--- src/common/dnco_defs.svh ---
// register offsets, reset values and field widths for the dual nco bank
// assumes a 32-bit apb slave, one aligned word per register
`ifndef DNCO_DEFS_SVH
`define DNCO_DEFS_SVH
// printed offsets are indices; byte address is four times the index
`define DNCO_IDX_AB_PHASE   6'h12
`define DNCO_IDX_CD_PHASE   6'h13
`define DNCO_IDX_AB_TUNE_LO 6'h14
`define DNCO_IDX_AB_TUNE_HI 6'h15
`define DNCO_IDX_CD_TUNE_LO 6'h16
`define DNCO_IDX_CD_TUNE_HI 6'h17
`define DNCO_IDX_SYNC_CTRL  6'h1f
`define DNCO_IDX_AB_ACC     6'h20
`define DNCO_IDX_CD_ACC     6'h21
`define DNCO_REG_RESET      16'h0000
`define DNCO_SYNC_RESET     16'h0000
`define DNCO_SYNC_ENA_BIT   0
`define DNCO_ACC_W          32
`define DNCO_WORD_W         16
`endif

--- src/common/dnco_pkg.sv ---
// types shared by the dual nco bank
// assumes dnco_defs.svh for the constants
package dnco_pkg;
  typedef logic [15:0] dnco_half_t;
  typedef logic [31:0] dnco_word_t;
  typedef enum logic [1:0] {DNCO_AB, DNCO_CD} dnco_path_t;
endpackage : dnco_pkg

--- src/common/dnco_cfg_if.sv ---
// carries one path's staged settings and its load strobe to an nco
// assumes a single clock domain
interface dnco_cfg_if;
  logic [15:0] phase_shift;
  logic [31:0] tuning;
  logic        load;
  logic [31:0] acc;
  logic [15:0] lut_addr;
  modport bank (output phase_shift, output tuning, output load,
                input acc, input lut_addr);
  modport nco  (input phase_shift, input tuning, input load,
                output acc, output lut_addr);
endinterface : dnco_cfg_if

--- src/dnco_path.sv ---
// one nco path: active settings, accumulator and lookup address
// assumes load pulses one cycle after a synchronising write
`include "dnco_defs.svh"
module dnco_path
  import dnco_pkg::*;
(
  input  wire logic pclk,
  input  wire logic presetn,
  dnco_cfg_if.nco   cfg
);
  // ==========================================================
  // active mixer settings
  logic [31:0] tune_act_q;
  logic [15:0] phase_act_q;
  logic [31:0] acc_q;
  logic [15:0] addr_q;

  always_ff @(posedge pclk or negedge presetn)
  begin
    if (!presetn)
    begin
      tune_act_q  <= 32'h0000_0000;
      phase_act_q <= `DNCO_REG_RESET;
    end
    else if (cfg.load)
    begin
      tune_act_q  <= cfg.tuning;
      phase_act_q <= cfg.phase_shift;
    end
  end

  // ==========================================================
  // accumulator, wraps mod 2^32; signed add is plain binary add
  always_ff @(posedge pclk or negedge presetn)
  begin
    if (!presetn)
      acc_q <= 32'h0000_0000;
    else
      acc_q <= 32'(acc_q + tune_act_q); // see R12, see R8
  end

  // ==========================================================
  // lookup address from top accumulator bits plus offset
  always_ff @(posedge pclk or negedge presetn)
  begin
    if (!presetn)
      addr_q <= 16'h0000;
    else
      addr_q <= 16'(acc_q[31:16] + phase_act_q);
  end

  assign cfg.acc      = acc_q;
  assign cfg.lut_addr = addr_q;

  // ==========================================================
  // checks
  property p_acc_step;
    @(posedge pclk) disable iff (!presetn)
    1'b1 |=> acc_q == $past(acc_q) + $past(tune_act_q);
  endproperty
  a_acc_step: assert property (p_acc_step)
    else $error("accumulator step wrong");

  property p_addr_sum;
    @(posedge pclk) disable iff (!presetn)
    1'b1 |=> addr_q == 16'($past(acc_q[31:16]) + $past(phase_act_q));
  endproperty
  a_addr_sum: assert property (p_addr_sum)
    else $error("lookup address wrong");

  property p_load_all;
    @(posedge pclk) disable iff (!presetn)
    cfg.load |=> tune_act_q == $past(cfg.tuning)
      && phase_act_q == $past(cfg.phase_shift);
  endproperty
  a_load_all: assert property (p_load_all)
    else $error("active settings not loaded together");

  property p_hold;
    @(posedge pclk) disable iff (!presetn)
    !cfg.load |=> $stable(tune_act_q) && $stable(phase_act_q);
  endproperty
  a_hold: assert property (p_hold)
    else $error("active settings changed without load");

  c_load: cover property (@(posedge pclk) disable iff (!presetn)
    cfg.load ##1 tune_act_q[31]);
endmodule : dnco_path

--- src/dnco_bank.sv ---
// apb register bank holding tuning and phase settings for two ncos
// assumes a 32-bit apb master on pclk, zero wait states
//
// Overview of operation
// each path adds its phase shift word to the top 16 accumulator bits.
// with auto-sync enabled, an ab phase shift write fires an ab sync.
// an ab sync loads ab phase shift and both ab tuning halves together.
// ab tuning half writes only fill holding storage until a sync.
// software writes both ab tuning halves before the ab phase shift.
// with auto-sync on, a cd phase shift write loads all three cd values.
// cd tuning writes leave the mixer alone; cd phase shift goes last.
// tuning words are signed, so negative words give negative frequency.
// one tuning lsb is a step of the sample rate over two to the 32nd.
// a tuning word is bits 15:0 at the lower index, 31:16 at the next.
// after reset all six tuning and phase shift registers hold zero.
// each 32-bit accumulator adds its tuning word every clock, mod 2^32.
//
// Chosen here: the APB slave port.
`include "dnco_defs.svh"
module dnco_bank
  import dnco_pkg::*;
(
  input  wire logic        pclk,
  input  wire logic        presetn,
  input  wire logic        psel,
  input  wire logic        penable,
  input  wire logic        pwrite,
  input  wire logic [7:0]  paddr,
  input  wire logic [31:0] pwdata,
  input  wire logic [3:0]  pstrb,
  output logic      [31:0] prdata,
  output logic             pready,
  output logic             pslverr,
  output logic      [15:0] ab_lut_addr,
  output logic      [15:0] cd_lut_addr
);
  import dnco_pkg::*;

  // ==========================================================
  // bus decode
  logic       wr_en;
  logic       rd_en;
  logic [5:0] idx;
  logic       hit;
  logic       aligned;

  assign idx     = paddr[7:2];
  assign aligned = (paddr[1:0] == 2'b00);
  assign wr_en   = psel && penable && pwrite;
  assign rd_en   = psel && penable && !pwrite;
  assign pready  = 1'b1;

  always_comb
  begin
    hit = 1'b0;
    case (idx)
      `DNCO_IDX_AB_PHASE, `DNCO_IDX_CD_PHASE,
      `DNCO_IDX_AB_TUNE_LO, `DNCO_IDX_AB_TUNE_HI,
      `DNCO_IDX_CD_TUNE_LO, `DNCO_IDX_CD_TUNE_HI,
      `DNCO_IDX_SYNC_CTRL, `DNCO_IDX_AB_ACC,
      `DNCO_IDX_CD_ACC: hit = aligned;
      default:          hit = 1'b0;
    endcase
  end

  assign pslverr = psel && penable && !hit;

  // ==========================================================
  // holding registers
  dnco_half_t ab_phase_shift_q;
  dnco_half_t cd_phase_shift_q;
  dnco_half_t ab_tuning_low_q;
  dnco_half_t ab_tuning_high_q;
  dnco_half_t cd_tuning_low_q;
  dnco_half_t cd_tuning_high_q;
  dnco_half_t sync_ctrl_q;
  dnco_half_t wdata16;
  logic       lo_ok;

  assign wdata16 = pwdata[15:0];
  assign lo_ok   = wr_en && aligned && pstrb[0] && pstrb[1];

  always_ff @(posedge pclk or negedge presetn)
  begin
    if (!presetn)
    begin
      ab_phase_shift_q <= `DNCO_REG_RESET;
      cd_phase_shift_q <= `DNCO_REG_RESET;
      ab_tuning_low_q  <= `DNCO_REG_RESET;
      ab_tuning_high_q <= `DNCO_REG_RESET;
      cd_tuning_low_q  <= `DNCO_REG_RESET;
      cd_tuning_high_q <= `DNCO_REG_RESET;
      sync_ctrl_q      <= `DNCO_SYNC_RESET;
    end
    else if (lo_ok)
    begin
      case (idx)
        `DNCO_IDX_AB_PHASE:   ab_phase_shift_q <= wdata16;
        `DNCO_IDX_CD_PHASE:   cd_phase_shift_q <= wdata16;
        `DNCO_IDX_AB_TUNE_LO: ab_tuning_low_q  <= wdata16;
        `DNCO_IDX_AB_TUNE_HI: ab_tuning_high_q <= wdata16;
        `DNCO_IDX_CD_TUNE_LO: cd_tuning_low_q  <= wdata16;
        `DNCO_IDX_CD_TUNE_HI: cd_tuning_high_q <= wdata16;
        `DNCO_IDX_SYNC_CTRL:  sync_ctrl_q      <= wdata16;
        default:              ;
      endcase
    end
  end

  // ==========================================================
  // auto-sync strobes, one cycle after the phase write
  logic ab_sync_q;
  logic cd_sync_q;
  logic sync_ena;

  assign sync_ena = sync_ctrl_q[`DNCO_SYNC_ENA_BIT];

  always_ff @(posedge pclk or negedge presetn)
  begin
    if (!presetn)
    begin
      ab_sync_q <= 1'b0;
      cd_sync_q <= 1'b0;
    end
    else
    begin
      ab_sync_q <= lo_ok && sync_ena
                   && idx == `DNCO_IDX_AB_PHASE; // see R2
      cd_sync_q <= lo_ok && sync_ena
                   && idx == `DNCO_IDX_CD_PHASE; // see R6
    end
  end

  // ==========================================================
  // nco paths
  dnco_cfg_if ab_if ();
  dnco_cfg_if cd_if ();

  assign ab_if.phase_shift = ab_phase_shift_q;
  assign ab_if.tuning      = {ab_tuning_high_q, ab_tuning_low_q};
  assign ab_if.load        = ab_sync_q;
  assign cd_if.phase_shift = cd_phase_shift_q;
  assign cd_if.tuning      = {cd_tuning_high_q, cd_tuning_low_q};
  assign cd_if.load        = cd_sync_q;

  dnco_path u_ab
  (
    .pclk    (pclk),
    .presetn (presetn),
    .cfg     (ab_if.nco)
  );

  dnco_path u_cd
  (
    .pclk    (pclk),
    .presetn (presetn),
    .cfg     (cd_if.nco)
  );

  assign ab_lut_addr = ab_if.lut_addr;
  assign cd_lut_addr = cd_if.lut_addr;

  // ==========================================================
  // read data
  logic [31:0] rdata_d;
  logic [31:0] prdata_q;

  always_comb
  begin
    rdata_d = 32'h0000_0000;
    case (idx)
      `DNCO_IDX_AB_PHASE:   rdata_d = {16'h0000, ab_phase_shift_q};
      `DNCO_IDX_CD_PHASE:   rdata_d = {16'h0000, cd_phase_shift_q};
      `DNCO_IDX_AB_TUNE_LO: rdata_d = {16'h0000, ab_tuning_low_q};
      `DNCO_IDX_AB_TUNE_HI: rdata_d = {16'h0000, ab_tuning_high_q};
      `DNCO_IDX_CD_TUNE_LO: rdata_d = {16'h0000, cd_tuning_low_q};
      `DNCO_IDX_CD_TUNE_HI: rdata_d = {16'h0000, cd_tuning_high_q};
      `DNCO_IDX_SYNC_CTRL:  rdata_d = {16'h0000, sync_ctrl_q};
      `DNCO_IDX_AB_ACC:     rdata_d = ab_if.acc;
      `DNCO_IDX_CD_ACC:     rdata_d = cd_if.acc;
      default:              rdata_d = 32'h0000_0000;
    endcase
  end

  // captured in setup so data is from a flop during access
  always_ff @(posedge pclk or negedge presetn)
  begin
    if (!presetn)
      prdata_q <= 32'h0000_0000;
    else if (psel && !penable && !pwrite)
      prdata_q <= aligned ? rdata_d : 32'h0000_0000;
  end

  assign prdata = rd_en ? prdata_q : 32'h0000_0000;

  // ==========================================================
  // checks
  property p_ab_sync;
    @(posedge pclk) disable iff (!presetn)
    (lo_ok && sync_ena && idx == `DNCO_IDX_AB_PHASE) |=> ab_sync_q;
  endproperty
  a_ab_sync: assert property (p_ab_sync)
    else $error("ab auto-sync missing");

  property p_cd_sync;
    @(posedge pclk) disable iff (!presetn)
    cd_sync_q |-> $past(lo_ok) && $past(sync_ena)
      && $past(idx) == `DNCO_IDX_CD_PHASE;
  endproperty
  a_cd_sync: assert property (p_cd_sync)
    else $error("cd auto-sync without cause");

  property p_tune_no_sync;
    @(posedge pclk) disable iff (!presetn)
    (lo_ok && idx inside {`DNCO_IDX_AB_TUNE_LO, `DNCO_IDX_AB_TUNE_HI})
      |=> !ab_sync_q;
  endproperty
  a_tune_no_sync: assert property (p_tune_no_sync)
    else $error("ab tuning write caused sync");

  property p_cd_tune_no_sync;
    @(posedge pclk) disable iff (!presetn)
    (lo_ok && idx inside {`DNCO_IDX_CD_TUNE_LO, `DNCO_IDX_CD_TUNE_HI})
      |=> !cd_sync_q;
  endproperty
  a_cd_tune_no_sync: assert property (p_cd_tune_no_sync)
    else $error("cd tuning write caused sync");

  property p_word_join;
    @(posedge pclk) disable iff (!presetn)
    (lo_ok && idx == `DNCO_IDX_AB_TUNE_HI)
      |=> ab_if.tuning[31:16] == $past(wdata16);
  endproperty
  a_word_join: assert property (p_word_join)
    else $error("high half placed wrong");

  property p_reset_zero;
    @(posedge pclk)
    $rose(presetn) |-> ab_if.tuning == 32'h0000_0000
      && cd_if.tuning == 32'h0000_0000 && ab_phase_shift_q == 16'h0000
      && cd_phase_shift_q == 16'h0000;
  endproperty
  a_reset_zero: assert property (p_reset_zero)
    else $error("registers not zero after reset");

  property p_ab_sync_cause;
    @(posedge pclk) disable iff (!presetn)
    ab_sync_q |-> $past(lo_ok) && $past(sync_ena)
      && $past(idx) == `DNCO_IDX_AB_PHASE;
  endproperty
  a_ab_sync_cause: assert property (p_ab_sync_cause)
    else $error("ab auto-sync without cause");

  property p_cd_sync_fire;
    @(posedge pclk) disable iff (!presetn)
    (lo_ok && sync_ena && idx == `DNCO_IDX_CD_PHASE) |=> cd_sync_q;
  endproperty
  a_cd_sync_fire: assert property (p_cd_sync_fire)
    else $error("cd auto-sync missing");

  property p_sync_off;
    @(posedge pclk) disable iff (!presetn)
    (lo_ok && !sync_ena) |=> !ab_sync_q && !cd_sync_q;
  endproperty
  a_sync_off: assert property (p_sync_off) // see R2
    else $error("auto-sync while disabled");

  property p_lo_join;
    @(posedge pclk) disable iff (!presetn)
    (lo_ok && idx == `DNCO_IDX_AB_TUNE_LO)
      |=> ab_if.tuning[15:0] == $past(wdata16);
  endproperty
  a_lo_join: assert property (p_lo_join)
    else $error("ab low half placed wrong");

  property p_cd_join;
    @(posedge pclk) disable iff (!presetn)
    (lo_ok && idx == `DNCO_IDX_CD_TUNE_HI)
      |=> cd_if.tuning[31:16] == $past(wdata16);
  endproperty
  a_cd_join: assert property (p_cd_join)
    else $error("cd high half placed wrong");

  property p_cd_lo_join;
    @(posedge pclk) disable iff (!presetn)
    (lo_ok && idx == `DNCO_IDX_CD_TUNE_LO)
      |=> cd_if.tuning[15:0] == $past(wdata16);
  endproperty
  a_cd_lo_join: assert property (p_cd_lo_join)
    else $error("cd low half placed wrong");

  property p_reset_lut;
    @(posedge pclk)
    $rose(presetn) |-> ab_lut_addr == 16'h0000 && cd_lut_addr == 16'h0000;
  endproperty
  a_reset_lut: assert property (p_reset_lut)
    else $error("lookup address not zero after reset");

  c_ab_sync: cover property (@(posedge pclk) disable iff (!presetn)
    ab_sync_q);
  c_cd_sync: cover property (@(posedge pclk) disable iff (!presetn)
    cd_sync_q);
  c_neg_tune: cover property (@(posedge pclk) disable iff (!presetn)
    ab_sync_q && ab_tuning_high_q[15]);
  c_cd_neg: cover property (@(posedge pclk) disable iff (!presetn)
    cd_sync_q && cd_tuning_high_q[15]);
endmodule : dnco_bank

--- config.mk ---
export PLATFORM = sky130hd
export DESIGN_NAME = dnco_bank
export DESIGN_NICKNAME = d
export VERILOG_FILES = /design/src/common/dnco_pkg.sv /design/src/common/dnco_cfg_if.sv /design/src/dnco_path.sv /design/src/dnco_bank.sv
export VERILOG_INCLUDE_DIRS = /design/src /design/src/common
export SDC_FILE = /design/constraint.sdc
export NUM_CORES = 1
export LEC_CHECK = 0
export BUFFER_PORTS_ARGS = -buffer_cell sky130_fd_sc_hd__buf_2
export CORE_MARGIN = 2
export CORE_UTILIZATION = 55
export CTS_BUF_LIST = sky130_fd_sc_hd__clkbuf_16
export CTS_CLUSTER_SIZE = 24
export DETAILED_ROUTE_END_ITERATION = 7
export GPL_ROUTABILITY_DRIVEN = 0
export PLACE_DENSITY_LB_ADDON = 0.3
export SYNTH_ARGS = -nofsm -noshare
export SYNTH_HDL_FRONTEND = slang
export SYNTH_SLANG_ARGS = --single-unit
--- constraint.sdc ---
create_clock -name pclk -period 2.2 [get_ports pclk]
set_input_delay 0.55 -clock pclk [delete_from_list [all_inputs] [get_ports pclk]]
set_output_delay 0.55 -clock pclk [all_outputs]
set_load 0.05 [all_outputs]
==> flow_summary.toml <==
[setup_path]
cp-end-kind = "flip-flop"
crit_chain = "buf_4 -> fa_2 -> a21o_1 -> a2bb2oi_2 -> a21o_2 -> a21o_4 -> a21oi_4 -> nor4b_4 -> or3_4 -> a21oi_2"
start_kind = "flip-flop"
crit_buf_inv = 1
slowest_delay_ns = 0.39
rr_endpoint = "u_ab.cfg.acc[26]$_DFF_PN0_"
crit_family = "compound AO/OA/AOI/OAI gates"
r2r_slack_ns = -0.27
r2r_cells = 10
reg2reg_from = "u_ab.cfg.acc[1]$_DFF_PN0_"
critPathArrivalTime_ns = 2.92
crit_fanout = 4
crit_required_ns = 2.65
critPathSlowestCell = "fa_2"
crit_type = "flip-flop to flip-flop"

[sta]
setup_viol = 34
min_period_ns = 2.47
finalHoldViolCount = 0
fmax_mhz = 405
timing.final.crit_share = 1.12
tightest_slew_ns = 0.640
timing.hold.ws_ns = 0.381
slew_violations = 0
setup_slack_ns = -0.266
relSlewSlack = 0.569
rsz0062_at_grt = "yes"
fin_skew_ns = 0.0116

[finish]
insertedDiodeCount = 0
synthToLayoutAreaGrowth_pct = 27.9
multi_input_area_um2 = 9390
nFillCells = 2049
final_layout_size_suffix_gt1_frac = 0.411
layout_commonest_cell = "dfrtp_1"
layout_common_cells = "dfrtp_1, mux2_2, buf_4, buf_2, nand2_1"
seqCellArea_um2 = 8460
design_area_um2 = 22100
layout.cells.non_filler = 2163
fin_nets = 1884

[global_route]
antenna_found_initial = 1
grt_usage = 0.297
grt_pass1_wl_um = 75800
grt_max_degree = 63
grt-ovfl-total = 0
grt_pass1_vias = 13668

[clock_tree]
clk_latency_ns = 0.52
clockRootBuffer = "clkbuf_16"
clkTransAtPathRegs_ns = 0.06
clkSinkCount = 338
cts_buffers = 38
clockBufferDepth = 3
h-tree-depth = 2
cts_tree = "built"

[floorplanning]
die_area_um2 = 32900
initial_core_util = 0.563
ios = 115
rows = 64
core_area_um2 = 30700
die_y_um = 181
die_w_um = 181

[power]
power.internal_mw = 9.66
swShare = 0.225
pwr-share-comb = 0.032
p_per_area_nw_per_um2 = 564
p_seq_frac = 0.500
cellLeakagePower_nw = 11.5
vdd_drop_max_uv = 439
switching_power_mw = 2.81
pwr-share-clk = 0.468
power.total_mw = 12.5

[hold_path]
hold_depth = 2
min_to = "ab_tuning_high_q[13]$_DFFE_PN0P_"
worstHoldStart = "pwdata[13]"
min_path_type = "input pin to flip-flop"

[detailed_routing]
post_drt_via_cell_ratio = 6.08
drt_wl_total_um = 48300
firstDrtPassIters = 5
routedWlPerCell_um = 22.4
vias = 13144
drc = 0
detail_route.iter0.violations = 864
ant_nets = 0

[yosys]
synth_nets = 1572
synthFlopType = "dfrtp_1"
synth_top_family_by_area = "multiplexers"
synth_area_um2 = 17300
synth.mux.area_fraction = 0.175
yosysSeqAreaShare = 0.489
synth_warnings = 0
synth.distinct_cells = 78
synthArstFlopShare = 1.00
synth_compound_area_frac = 0.127
synthSimpleGateAreaFrac = 0.0791
synth-seq-cells = 338
synth_xor_area_frac = 0.0425
synthAdderAreaFrac = 0.0712
syn_avg_cell_area_um2 = 12.1
synth_edf_count = 0
syn-instance-count = 1427

[place]
pre_cts_slack_ns = -0.361
placedCellCount = 2053
dpl_cell_area_um2 = 19900
io_buffers = 95
hpwl_um = 34300

[run_status]
violations = "setup timing"
status = "finished, violations left"

[run]
max_cap_viol_count = 0
[metal layers]
metal | vias up | global-route usage | share of wire
met1 | 6633 | 0.385 | 0.41
met4 | 0 | 0.108 | 0.037
met2 | 477 | 0.507 | 0.49
li1 | 5906 | - | -
met5 | - | 0 | 0
met3 | 128 | 0.0485 | 0.060
[repair_timing]
action | CTS | global route
endpoints found under the setup margin | 48 | 49
buffers inserted | 31 | 18
hold buffers | 1 | 0
gates cloned | 0 | 0
resized for setup | 93 | 56
pin swaps | 55 | 48
endpoints found under the hold margin | 35 | 0
[sequential cells by signal, indices dropped and copies added (netlist names)]
register,count
u_cd.phase_act_q,16
cd_if.phase_shift,16
cd_if.load,1
cd_tuning_high_q,16
u_ab.phase_act_q,16
cd_tuning_low_q,16
prdata_q,32
u_ab.cfg.lut_addr,16
u_cd.cfg.lut_addr,16
ab_if.load,1
u_ab.tune_act_q,32
sync_ctrl_q,16
ab_tuning_high_q,16
u_cd.tune_act_q,32
ab_if.phase_shift,16
u_ab.cfg.acc,32
ab_tuning_low_q,16
u_cd.cfg.acc,32
[worst max path at each step]
stage / start / endpoint / slack, ns / cells past startpoint
after detailed placement: u_cd.cfg.acc[1]$_DFF_PN0_ / u_cd.cfg.acc[29]$_DFF_PN0_ / -0.36 / 10
after global routing: u_ab.tune_act_q[0]$_DFFE_PN0P_ / u_ab.cfg.acc[26]$_DFF_PN0_ / -0.34 / 10
after floorplan: u_cd.tune_act_q[0]$_DFFE_PN0P_ / u_cd.cfg.acc[30]$_DFF_PN0_ / -0.08 / 10
final: u_ab.cfg.acc[1]$_DFF_PN0_ / u_ab.cfg.acc[26]$_DFF_PN0_ / -0.27 / 10
after CTS: u_ab.tune_act_q[0]$_DFFE_PN0P_ / u_ab.cfg.acc[26]$_DFF_PN0_ / -0.23 / 10
after global placement: u_cd.cfg.acc[1]$_DFF_PN0_ / u_cd.cfg.acc[29]$_DFF_PN0_ / -0.30 / 10
[per-stage QoR]
| step | TNS, ns | utilization |
|---|---|---|
| 6_report | -4.13 | 0.719 |
| 5_1_grt | -6.83 | 0.719 |
| 4_1_cts | -3.09 | 0.707 |
| 3_5_place_dp | -9.98 | 0.646 |
| 3_3_place_gp | -7.70 | 0.646 |
| 2_1_floorplan | -0.169 | - |
[worst register-to-register path: cells and delay by family, from the launching register on]
kind	cells	cell delay (ns)
flops	1	0.38
fa+ha+maj	1	0.39
simple gates	2	0.51
buf+inv	1	0.15
compound gates	6	0.97
[synth_stat cells, drive strengths merged, types with 3 or more instances]
library cell  number  area, µm²
inv               15       56.3
o31ai             19        143
nand2b             4       25.0
mux2i             32        320
and2              37        231
o21a              15        113
nand4              5       31.3
o211ai            12        110
nor3              22        133
xnor2             47        412
o21bai            10       86.3
a31oi              4       31.3
o21ai             68        352
a21oi             87        458
dfrtp            338       8460
mux4              16        360
and3              12       80.1
nand3             18       90.1
clkbuf            28        105
xor2              37        324
fa                 4       80.1
or3                3       23.8
a221oi            17        155
a21o              35        267
a211oi            10       80.1
nor4b              3       32.5
buf               25        131
nor4               5       61.3
nor2              53        201
a21boi             4       30.0
nand2             89        337
mux2             208       2340
ha                92       1150
nor2b              7       43.8
nor3b              3       22.5
a221o             17        170
[kinds of logic (layout without fill, tap and decap cells)]
logic type / after synthesis / after routing
fa+ha+maj: 96 / 96
mux: 256 / 256
other cells: 1 / 1
compound gates: 318 / 318
xor+xnor: 84 / 84
buf+inv: 68 / 408
flops: 338 / 338
simple gates: 266 / 266
[power by group through the flow]
stage | Combinational, mW | Clock (mW) | Sequential [mW]
after floorplan | 0.112 | 0 | 6.35
after global placement | 0.393 | 0 | 6.35
after detailed placement | 0.399 | 0 | 6.35
after CTS | 0.398 | 5.88 | 6.24
after global routing | 0.435 | 6.16 | 6.23
final | 0.396 | 5.84 | 6.24
[cell type report]
class | instances | share of cell area
clock inverters | 29 | 0.00707
multi-input cells | 1021 | 0.425
inverters | 15 | 0.00255
clock buffers | 39 | 0.0441
repair buffers | 325 | 0.117
well taps | 396 | 0.0224
flip-flops and latches | 338 | 0.383
Note: power is estimated with default switching activity, not from simulation.
